## config.mk

```make
export PLATFORM = sky130hd
export DESIGN_NAME = ipr_regs
export DESIGN_NICKNAME = d
export VERILOG_FILES = /design/src/ipr_regs.v
export VERILOG_INCLUDE_DIRS = /design/src /design/src/src
export SDC_FILE = /design/constraint.sdc
export NUM_CORES = 1
export LEC_CHECK = 0
export ABC_AREA = 0
export CORE_MARGIN = 2
export CORE_UTILIZATION = 55
export CTS_BUF_LIST = sky130_fd_sc_hd__clkbuf_16
export DETAILED_ROUTE_END_ITERATION = 8
export DONT_BUFFER_PORTS = 1
export PLACE_DENSITY = 0.71
export REMOVE_ABC_BUFFERS = 1
export SYNTH_ARGS = -nofsm -noshare
export SYNTH_HDL_FRONTEND = slang
export SYNTH_SLANG_ARGS = --single-unit
```

## constraint.sdc

```tcl
create_clock -name aclk -period 5 [get_ports aclk]
set_input_delay 1 -clock aclk [delete_from_list [all_inputs] [get_ports aclk]]
set_output_delay 1 -clock aclk [all_outputs]
set_load 0.02 [all_outputs]
```

## src/ipr_map.vh

```
`ifndef IPR_MAP_VH
`define IPR_MAP_VH

// register byte offsets
`define IPR_OFS_GROUP_TWO 8'h00
`define IPR_OFS_GROUP_THREE 8'h04
`define IPR_OFS_GROUP_FOUR 8'h08
`define IPR_OFS_GROUP_FIVE 8'h0C
`define IPR_OFS_GROUP_SIX 8'h10
`define IPR_OFS_GROUP_SEVEN 8'h14
`define IPR_OFS_ENABLE 8'h18
`define IPR_NUM_REGS 7

// implemented bits of each register
`define IPR_MASK_GROUP_TWO 32'h00007777
`define IPR_MASK_GROUP_THREE 32'h00000077
`define IPR_MASK_GROUP_FOUR 32'h00007777
`define IPR_MASK_GROUP_FIVE 32'h00007707
`define IPR_MASK_GROUP_SIX 32'h00007770
`define IPR_MASK_GROUP_SEVEN 32'h00007777
`define IPR_MASK_ENABLE 32'h000FFFFF

// reset values, every priority field at level 4, every enable bit clear
`define IPR_RST_GROUP_TWO 32'h00004444
`define IPR_RST_GROUP_THREE 32'h00000044
`define IPR_RST_GROUP_FOUR 32'h00004444
`define IPR_RST_GROUP_FIVE 32'h00004404
`define IPR_RST_GROUP_SIX 32'h00004440
`define IPR_RST_GROUP_SEVEN 32'h00004444
`define IPR_RST_ENABLE 32'h00000000

// field lsb in the flat image {seven,six,five,four,three,two}, 16 bits each
`define IPR_POS_SERIAL1_RECEIVE 7'd12
`define IPR_POS_SPI_ONE_EVENT 7'd8
`define IPR_POS_SPI_ONE_FAULT 7'd4
`define IPR_POS_TIMER_THREE 7'd0
`define IPR_POS_ADC_DONE 7'd20
`define IPR_POS_SERIAL1_TRANSMIT 7'd16
`define IPR_POS_CHANGE_NOTIFY 7'd44
`define IPR_POS_COMPARATOR 7'd40
`define IPR_POS_I2C_ONE_MASTER 7'd36
`define IPR_POS_I2C_ONE_SLAVE 7'd32
`define IPR_POS_CAPTURE_EIGHT 7'd60
`define IPR_POS_CAPTURE_SEVEN 7'd56
`define IPR_POS_EXT_PIN_ONE 7'd48
`define IPR_POS_TIMER_FOUR 7'd76
`define IPR_POS_COMPARE_FOUR 7'd72
`define IPR_POS_COMPARE_THREE 7'd68
`define IPR_POS_SERIAL2_TRANSMIT 7'd92
`define IPR_POS_SERIAL2_RECEIVE 7'd88
`define IPR_POS_EXT_PIN_TWO 7'd84
`define IPR_POS_TIMER_FIVE 7'd80
`define IPR_NUM_SRC 20
`define IPR_FIELD_OFF 3'h0

// bus responses
`define IPR_RESP_OKAY 2'h0
`define IPR_RESP_SLVERR 2'h2

`endif

```

## src/ipr_regs.v

```verilog
// Our own choices: the AXI4-Lite register port and the register offsets.
`timescale 1ns/10ps
`default_nettype none
`include "ipr_map.vh"

module ipr_regs (
	input wire aclk,
	input wire aresetn,
	input wire [7:0] s_axi_awaddr,
	input wire [2:0] s_axi_awprot,
	input wire s_axi_awvalid,
	output wire s_axi_awready,
	input wire [31:0] s_axi_wdata,
	input wire [3:0] s_axi_wstrb,
	input wire s_axi_wvalid,
	output wire s_axi_wready,
	output wire [1:0] s_axi_bresp,
	output wire s_axi_bvalid,
	input wire s_axi_bready,
	input wire [7:0] s_axi_araddr,
	input wire [2:0] s_axi_arprot,
	input wire s_axi_arvalid,
	output wire s_axi_arready,
	output wire [31:0] s_axi_rdata,
	output wire [1:0] s_axi_rresp,
	output wire s_axi_rvalid,
	input wire s_axi_rready,
	input wire [19:0] src_flag,
	output wire [59:0] src_level,
	output wire [19:0] src_req
);

	// implemented-bit mask per register index
	function [31:0] reg_mask;
		input [2:0] idx;
		begin
			case (idx)
				3'h0: reg_mask = `IPR_MASK_GROUP_TWO;
				3'h1: reg_mask = `IPR_MASK_GROUP_THREE;
				3'h2: reg_mask = `IPR_MASK_GROUP_FOUR;
				3'h3: reg_mask = `IPR_MASK_GROUP_FIVE;
				3'h4: reg_mask = `IPR_MASK_GROUP_SIX;
				3'h5: reg_mask = `IPR_MASK_GROUP_SEVEN;
				3'h6: reg_mask = `IPR_MASK_ENABLE;
				default: reg_mask = 32'h00000000;
			endcase
		end
	endfunction

	// power-on value per register index
	function [31:0] reg_reset;
		input [2:0] idx;
		begin
			case (idx)
				3'h0: reg_reset = `IPR_RST_GROUP_TWO;
				3'h1: reg_reset = `IPR_RST_GROUP_THREE;
				3'h2: reg_reset = `IPR_RST_GROUP_FOUR;
				3'h3: reg_reset = `IPR_RST_GROUP_FIVE;
				3'h4: reg_reset = `IPR_RST_GROUP_SIX;
				3'h5: reg_reset = `IPR_RST_GROUP_SEVEN;
				3'h6: reg_reset = `IPR_RST_ENABLE;
				default: reg_reset = 32'h00000000;
			endcase
		end
	endfunction

	// field position of each source in the flat priority image
	function [6:0] src_pos;
		input integer s;
		begin
			case (s)
				0: src_pos = `IPR_POS_SERIAL1_RECEIVE;
				1: src_pos = `IPR_POS_SPI_ONE_EVENT;
				2: src_pos = `IPR_POS_SPI_ONE_FAULT;
				3: src_pos = `IPR_POS_TIMER_THREE;
				4: src_pos = `IPR_POS_ADC_DONE;
				5: src_pos = `IPR_POS_SERIAL1_TRANSMIT;
				6: src_pos = `IPR_POS_CHANGE_NOTIFY;
				7: src_pos = `IPR_POS_COMPARATOR;
				8: src_pos = `IPR_POS_I2C_ONE_MASTER;
				9: src_pos = `IPR_POS_I2C_ONE_SLAVE;
				10: src_pos = `IPR_POS_CAPTURE_EIGHT;
				11: src_pos = `IPR_POS_CAPTURE_SEVEN;
				12: src_pos = `IPR_POS_EXT_PIN_ONE;
				13: src_pos = `IPR_POS_TIMER_FOUR;
				14: src_pos = `IPR_POS_COMPARE_FOUR;
				15: src_pos = `IPR_POS_COMPARE_THREE;
				16: src_pos = `IPR_POS_SERIAL2_TRANSMIT;
				17: src_pos = `IPR_POS_SERIAL2_RECEIVE;
				18: src_pos = `IPR_POS_EXT_PIN_TWO;
				19: src_pos = `IPR_POS_TIMER_FIVE;
				default: src_pos = 7'd0;
			endcase
		end
	endfunction

	// register bank and bus state
	reg [31:0] bank_q [0:`IPR_NUM_REGS-1];
	reg awready_q;
	reg wready_q;
	reg aw_have_q;
	reg w_have_q;
	reg [7:0] awaddr_q;
	reg [31:0] wdata_q;
	reg [3:0] wstrb_q;
	reg bvalid_q;
	reg [1:0] bresp_q;
	reg arready_q;
	reg rvalid_q;
	reg [31:0] rdata_q;
	reg [1:0] rresp_q;
	reg [19:0] req_q;
	reg [19:0] req_d;
	integer k;
	integer j;

	// write channel bookkeeping
	wire aw_take = s_axi_awvalid & awready_q;
	wire w_take = s_axi_wvalid & wready_q;
	wire aw_full = aw_have_q | aw_take;
	wire w_full = w_have_q | w_take;
	wire do_wr = aw_full & w_full & ~bvalid_q;
	wire [7:0] wr_addr = aw_have_q ? awaddr_q : s_axi_awaddr;
	wire [31:0] wr_data = w_have_q ? wdata_q : s_axi_wdata;
	wire [3:0] wr_strb = w_have_q ? wstrb_q : s_axi_wstrb;
	wire [2:0] wr_idx = wr_addr[4:2];
	wire wr_hit = (wr_addr[7:5] == 3'h0) & (wr_idx < `IPR_NUM_REGS) & (wr_addr[1:0] == 2'h0);
	wire [31:0] strb_mask = {{8{wr_strb[3]}}, {8{wr_strb[2]}}, {8{wr_strb[1]}}, {8{wr_strb[0]}}};
	wire [31:0] wr_mask = reg_mask(wr_idx) & strb_mask;
	wire aw_have_d = aw_full & ~do_wr;
	wire w_have_d = w_full & ~do_wr;
	wire bvalid_d = do_wr | (bvalid_q & ~s_axi_bready);

	// read channel bookkeeping
	wire ar_take = s_axi_arvalid & arready_q;
	wire [2:0] rd_idx = s_axi_araddr[4:2];
	wire rd_hit = (s_axi_araddr[7:5] == 3'h0) & (rd_idx < `IPR_NUM_REGS) & (s_axi_araddr[1:0] == 2'h0);
	wire rvalid_d = ar_take | (rvalid_q & ~s_axi_rready);

	// write address and data capture, either order
	always @(posedge aclk) begin
		if (!aresetn) begin
			aw_have_q <= 1'b0;
			w_have_q <= 1'b0;
			awready_q <= 1'b0;
			wready_q <= 1'b0;
			awaddr_q <= 8'h00;
			wdata_q <= 32'h00000000;
			wstrb_q <= 4'h0;
		end else begin
			aw_have_q <= aw_have_d;
			w_have_q <= w_have_d;
			awready_q <= ~aw_have_d & ~bvalid_d;
			wready_q <= ~w_have_d & ~bvalid_d;
			if (aw_take) begin
				awaddr_q <= s_axi_awaddr;
			end
			if (w_take) begin
				wdata_q <= s_axi_wdata;
				wstrb_q <= s_axi_wstrb;
			end
		end
	end

	// write response, error for unmapped address
	always @(posedge aclk) begin
		if (!aresetn) begin
			bvalid_q <= 1'b0;
			bresp_q <= `IPR_RESP_OKAY;
		end else begin
			bvalid_q <= bvalid_d;
			if (do_wr) begin
				bresp_q <= wr_hit ? `IPR_RESP_OKAY : `IPR_RESP_SLVERR;
			end
		end
	end

	// register bank, unimplemented bits never stored
	always @(posedge aclk) begin
		if (!aresetn) begin
			for (k = 0; k < `IPR_NUM_REGS; k = k + 1) begin
				bank_q[k] <= reg_reset(k[2:0]);
			end
		end else if (do_wr & wr_hit) begin
			bank_q[wr_idx] <= (bank_q[wr_idx] & ~wr_mask) | (wr_data & wr_mask);
		end
	end

	// read path, one word per access
	always @(posedge aclk) begin
		if (!aresetn) begin
			arready_q <= 1'b0;
			rvalid_q <= 1'b0;
			rdata_q <= 32'h00000000;
			rresp_q <= `IPR_RESP_OKAY;
		end else begin
			rvalid_q <= rvalid_d;
			arready_q <= ~rvalid_d;
			if (ar_take) begin
				rdata_q <= rd_hit ? (bank_q[rd_idx] & reg_mask(rd_idx)) : 32'h00000000;
				rresp_q <= rd_hit ? `IPR_RESP_OKAY : `IPR_RESP_SLVERR;
			end
		end
	end

	// flat image of the six priority registers
	wire [95:0] prio_flat = {bank_q[5][15:0], bank_q[4][15:0], bank_q[3][15:0],
		bank_q[2][15:0], bank_q[1][15:0], bank_q[0][15:0]};
	wire [19:0] src_enable = bank_q[6][19:0];

	// per-source level, field value is the level itself
	genvar g;
	generate
		for (g = 0; g < `IPR_NUM_SRC; g = g + 1) begin : gen_src
			localparam [6:0] POS = src_pos(g);
			assign src_level[3*g +: 3] = prio_flat[POS +: 3];
		end
	endgenerate

	// request gating by enable and nonzero level
	always @* begin
		req_d = 20'h00000;
		// own loop index, the reset loop keeps k to itself
		for (j = 0; j < `IPR_NUM_SRC; j = j + 1) begin
			req_d[j] = src_flag[j] & src_enable[j]
				& (src_level[3*j +: 3] != `IPR_FIELD_OFF);
		end
	end

	// registered requests
	always @(posedge aclk) begin
		if (!aresetn) begin
			req_q <= 20'h00000;
		end else begin
			req_q <= req_d;
		end
	end

	// port drive
	assign s_axi_awready = awready_q;
	assign s_axi_wready = wready_q;
	assign s_axi_bvalid = bvalid_q;
	assign s_axi_bresp = bresp_q;
	assign s_axi_arready = arready_q;
	assign s_axi_rvalid = rvalid_q;
	assign s_axi_rdata = rdata_q;
	assign s_axi_rresp = rresp_q;
	assign src_req = req_q;

endmodule // ipr_regs
`default_nettype wire

```

# Word level (Yosys, flattened, before mapping)
# Memories as Yosys holds them, arrays and structs flattened.
# Index checks and enable logic that the tools add are counted.
word_totals:
  wordCells: 154
  reg_bits: 107
  mem_count: 1
  in_bits: 85
  output_inout_bits: 121
  ram_bits: 224
mem_list:
  columns: ["name", "depth", "word_bits", "rd", "rd_clocked_by_memory_dff", "write_ports", "line", "source"]
  rows:
  - ["bank_q", 7, 32, 9, 0, 7, "ipr_regs.v:98", "reg [31:0] bank_q [0:`IPR_NUM_REGS-1];"]
classes:
  n_reduce_logical: 29
  eq_ne: 12
  muxes: 22
  magnitude_cmp: 2
  bitwise_logic: 74
op_table:
  columns: ["operator", "n"]
  rows:
  - ["2-to-1 mux 32 bit", 10]
  - ["one-hot mux 20 bit (5 select lines)", 2]
  - ["AND 32 bit", 4]
  - ["nonzero test 3 bit", 20]
  - ["AND 1 bit", 56]
  - ["inverter 32 bit", 1]
  - ["OR 32 bit", 1]
  - ["OR reduction 32 bit", 1]
  - ["equality test 3 bit (second input constant)", 6]
  - ["equality test 3 x 2 -> 1 bit (second input constant)", 4]
  - ["logical NOT 3 bit", 4]
  - ["2-to-1 mux 8 bit", 1]
  - ["inverter 1 bit", 8]
  - ["equality test 3 x 1 -> 1 bit (second input constant)", 2]
  - ["< comparator 3 bit (second input constant)", 2]
  - ["OR reduction 3 bit", 2]
  - ["2-to-1 mux 1 bit", 5]
  - ["logical NOT 2 bit", 2]
  - ["2-to-1 mux 2 bit", 2]
  - ["2-to-1 mux 4 bit", 1]
  - ["OR 1 bit", 4]
  - ["2-to-1 mux 3 bit", 1]

# Logic depth before layout (Yosys ltp)
depth:
  depth_word: 10
  mapped_depth: 10

# Worst setup path before layout
# No wires, ideal clock.
synth_timing:
  path_type: "in2reg"
  from: "input s_axi_awaddr[2]"
  to: "memory bank_q[5][0], enable pin"
  required_ns: 4.572
  setup_slack_ns: 1.001
  t_arrival_ns: 3.570
  path_stages: 7
  setup_ns: 0.428
  path_cell_list: "buf_6 -> or3b_1 -> buf_2 -> and2_4 -> buf_6 -> buf_6 -> o31ai_1"
synth_lines:
  columns: ["element", "line", "source"]
  rows:
  - ["start: declaration", "ipr_regs.v:9", "input wire [7:0] s_axi_awaddr,"]
  - ["end: declaration", "ipr_regs.v:98", null]

==> impl_metrics.toml <==
[critical_path]
rrSetupSlack_ns = 1.22
reg2regPathDepth = 8
cp-end-kind = "flop"
startpoint = "awaddr_q[2]"
r2r-end = "bank_q[5][17]"
arrival_ns = 4.15
critPathMaxFanout = 18
required_ns = 5.36
worst_setup_path_start_kind = "flop"
crit_type = "flop to flop"
r2r_start = "awaddr_q[2]"

[sta]
period_share_pct = 75.64
fin_crit_ns = 3.782
maxSlewViolCount = 0
finalSetupViolCount = 0
worst_pin_slew_ns = 1.125
rsz0062_at_grt = "no"
whs_ns = 0.4513
skew_ns = 0.009144
setup_tns_ns = 0
maxSlewHeadroom_pct = 23.07
fin_ws_ns = 1.218
fmax_mhz = 264.4
hold_viol = 0

[yosys]
netlist.area_leader.share_pct = 34.36
synth_area_mm2 = 0.01224
synth_area_leaders = "edfxtp_1 34%, dfxtp_1 16%, nor2_1 5.4%"
synth_edf_count = 140
async_reset_ff_share_pct = 0
synth_area_leader_cell = "edfxtp_1"
synth-main-ff-cell = "edfxtp_1"
synth.avg_cell_area_um2 = 9.868
yosysWarnings = 0
synth_seq_area_share_pct = 50.72
ys_seq_elements = 240
synth_cell_types = 79
synthCells = 1240

[pwr]
power.switching_mw = 1.167
power_density_mw_per_mm2 = 351.0
vdd_drop_max_mv = 0.3128
p_int_mw = 3.292
combPwrFrac_pct = 10.7
pwr-share-clk_pct = 39.7
power_leakage_nw = 4.413
seqPwrFrac_pct = 49.6
switching_share_pct = 26.18

[clock_tree]
clk_pin_slew_ns = 0.06
numCtsBuffers = 26
cts_root_buffer = "clkbuf_16"
cts_tree = "built"
hold_buffers = 0
insertion_delay_ns = 0.54
post_cts_buffers = 0
cts_sinks = 240
htree_levels = 1
clock_path_buffers = 3
cts_resized = 0

[outcome]
status = "completed"

[layout]
drive_gt1_share_pct = 10.82
layout.nets = 1257
multi_input_area_mm2 = 0.005116
final_cells = 1472
fill_cells = 1859
final_area_mm2 = 0.01270
antenna_cells = 0
area_delta_synth_final_pct = 3.824
seqCellArea_mm2 = 0.006206

[route]
viasPerCell = 6.787
drt-initial-drc-count = 1592
wl_per_cell_um = 27.27
postRouteAntennaNets = 0
wirelength_mm = 40.14
drc = 0
firstDrtPassIters = 6
dr_total_vias = 9991

[global_route]
grt_pass1_wl_mm = 59.00
gr-total-overflow = 0
track_usage_pct = 33.25
grt_antenna_before_repair = 0
first_global_vias = 9504
grt_start_max_net_pins = 66

[min_path]
hold_start = "wdata_q[14]"
worst_hold_path.endpoint = "wdata_q[14]"
hp-class = "flop to flop"
holdPathStages = 2

[floorplan]
fp-row-count = 54
core_mm2 = 0.02182
die-area_mm2 = 0.02346
initial_core_util_pct = 56.07
fp.dieW_um = 153.2
pin_count = 206
die_h_um = 153.2

[placed_design]
gp_congestion = 0.9696
io_buffers = 0
detailed_place_hpwl_mm = 26.53
place_inst = 1424
place_ws_ns = 1.323
postPlaceCellArea_mm2 = 0.01192

[run]
max-cap-violations = 0
sequential cells by signal (all words and copies together), names as in the netlist, 3 cells and up:
name,count
awaddr_q,8
bank_q,160
s_axi_rdata,20
src_req,20
wdata_q,20
wstrb_q,3
kinds of logic (layout without fill, tap and decap cells):
group	count (synthesis)	in the layout	synth area share, %
AOI/OAI and AO/OA	272	272	15.09
buffers and inverters	174	93	8.599
DFF	240	240	50.72
muxes	75	75	7.669
other	1	34	0.03065
and+or+nand+nor	478	478	17.89
critical path: stages, from the launching register on:
cell and delay, ns:
dfxtp_1 0.90, buf_4 0.35, nor3b_1 0.10, nor2_2 0.37
buf_4 0.30, nor2_1 0.06, a2111oi_0 0.97, o31ai_2 0.31
nor2_1 0.23
through the flow:
| stage | total power, mW | utilization [%] |
|---|---|---|
| after floorplan | 2.550 | - |
| after global placement | 2.701 | 54.64 |
| after detailed placement | 2.709 | 54.64 |
| after CTS | 4.437 | 58.22 |
| after global routing | 4.566 | 58.22 |
| final | 4.459 | 58.22 |
cell type report:
type / count / share of cell area (%)
Inverter: 23 / 0.6795
Tap cell: 280 / 2.758
Timing Repair Buffer: 22 / 1.300
Clock buffer: 28 / 5.515
Sequential cell: 240 / 48.85
Clock inverter: 20 / 0.6303
Multi-Input combinational cell: 859 / 40.27
synth_stat cells, types with 9 or more instances:
cell and number:
a2111oi_0 9, a21oi_1 83, a22oi_1 29, buf_2 25, buf_4 80, buf_6 9
clkbuf_1 32, dfxtp_1 100, edfxtp_1 140, inv_1 23, mux2_2 20, mux2i_1 42
mux4_2 12, nand2_1 119, nand2b_1 13, nand3_1 61, nor2_1 177, nor2b_1 9
nor3_1 40, o21ai_0 34, o221ai_1 11, o22ai_1 30
per-layer routing:
layer | track usage, % | up-vias | share of wire, % | routed length, um
li1 | - | 4278 | - | -
met1 | 43.66 | 4692 | 35 | 14160
met2 | 50.13 | 864 | 44 | 17610
met3 | 11.23 | 157 | 16 | 6371
met4 | 14.99 | 0 | 5.0 | 2004
met5 | 0 | - | 0 | 0
power by group through the flow:
stage,combinational [mW],sequential [mW],clock [mW]
2_1_floorplan,0.307,2.24,0
3_3_place_gp,0.451,2.25,0
3_5_place_dp,0.457,2.25,0
4_1_cts,0.460,2.21,1.77
5_1_grt,0.506,2.22,1.84
6_report,0.478,2.21,1.77
worst max path at each step:
stage / end / depth (start not counted) / slack, ns
after floorplan: bank_q[5][0] / 4 / 1.08
after global placement: bank_q[0][1] / 7 / 1.40
after detailed placement: bank_q[0][1] / 7 / 1.32
after CTS: bank_q[0][1] / 6 / 1.43
after global routing: bank_q[2][9] / 7 / 1.19
final: bank_q[5][17] / 8 / 1.22
cell usage in the layout (no fill, tap or decap), types with 5 or more instances in the layout:
cell type and n:
a2111oi_0 9, a211oi_1 8, a21oi_1 83, a22oi_1 29, and3_1 6, buf_4 22, clkbuf_16 28, clkinv_1 6
conb_1 34, dfxtp_1 100, edfxtp_1 140, inv_1 32, mux2_2 20, mux2i_1 42, mux4_2 12, nand2_1 119
nand2b_1 13, nand3_1 61, nand3b_1 5, nor2_1 177, nor2_2 8, nor2b_1 9, nor3_1 40, nor3b_1 5
o211ai_1 6, o21ai_0 34, o21ai_1 8, o221ai_1 11, o22ai_1 30, o31ai_2 6
Power figures use the tool's default switching activity.
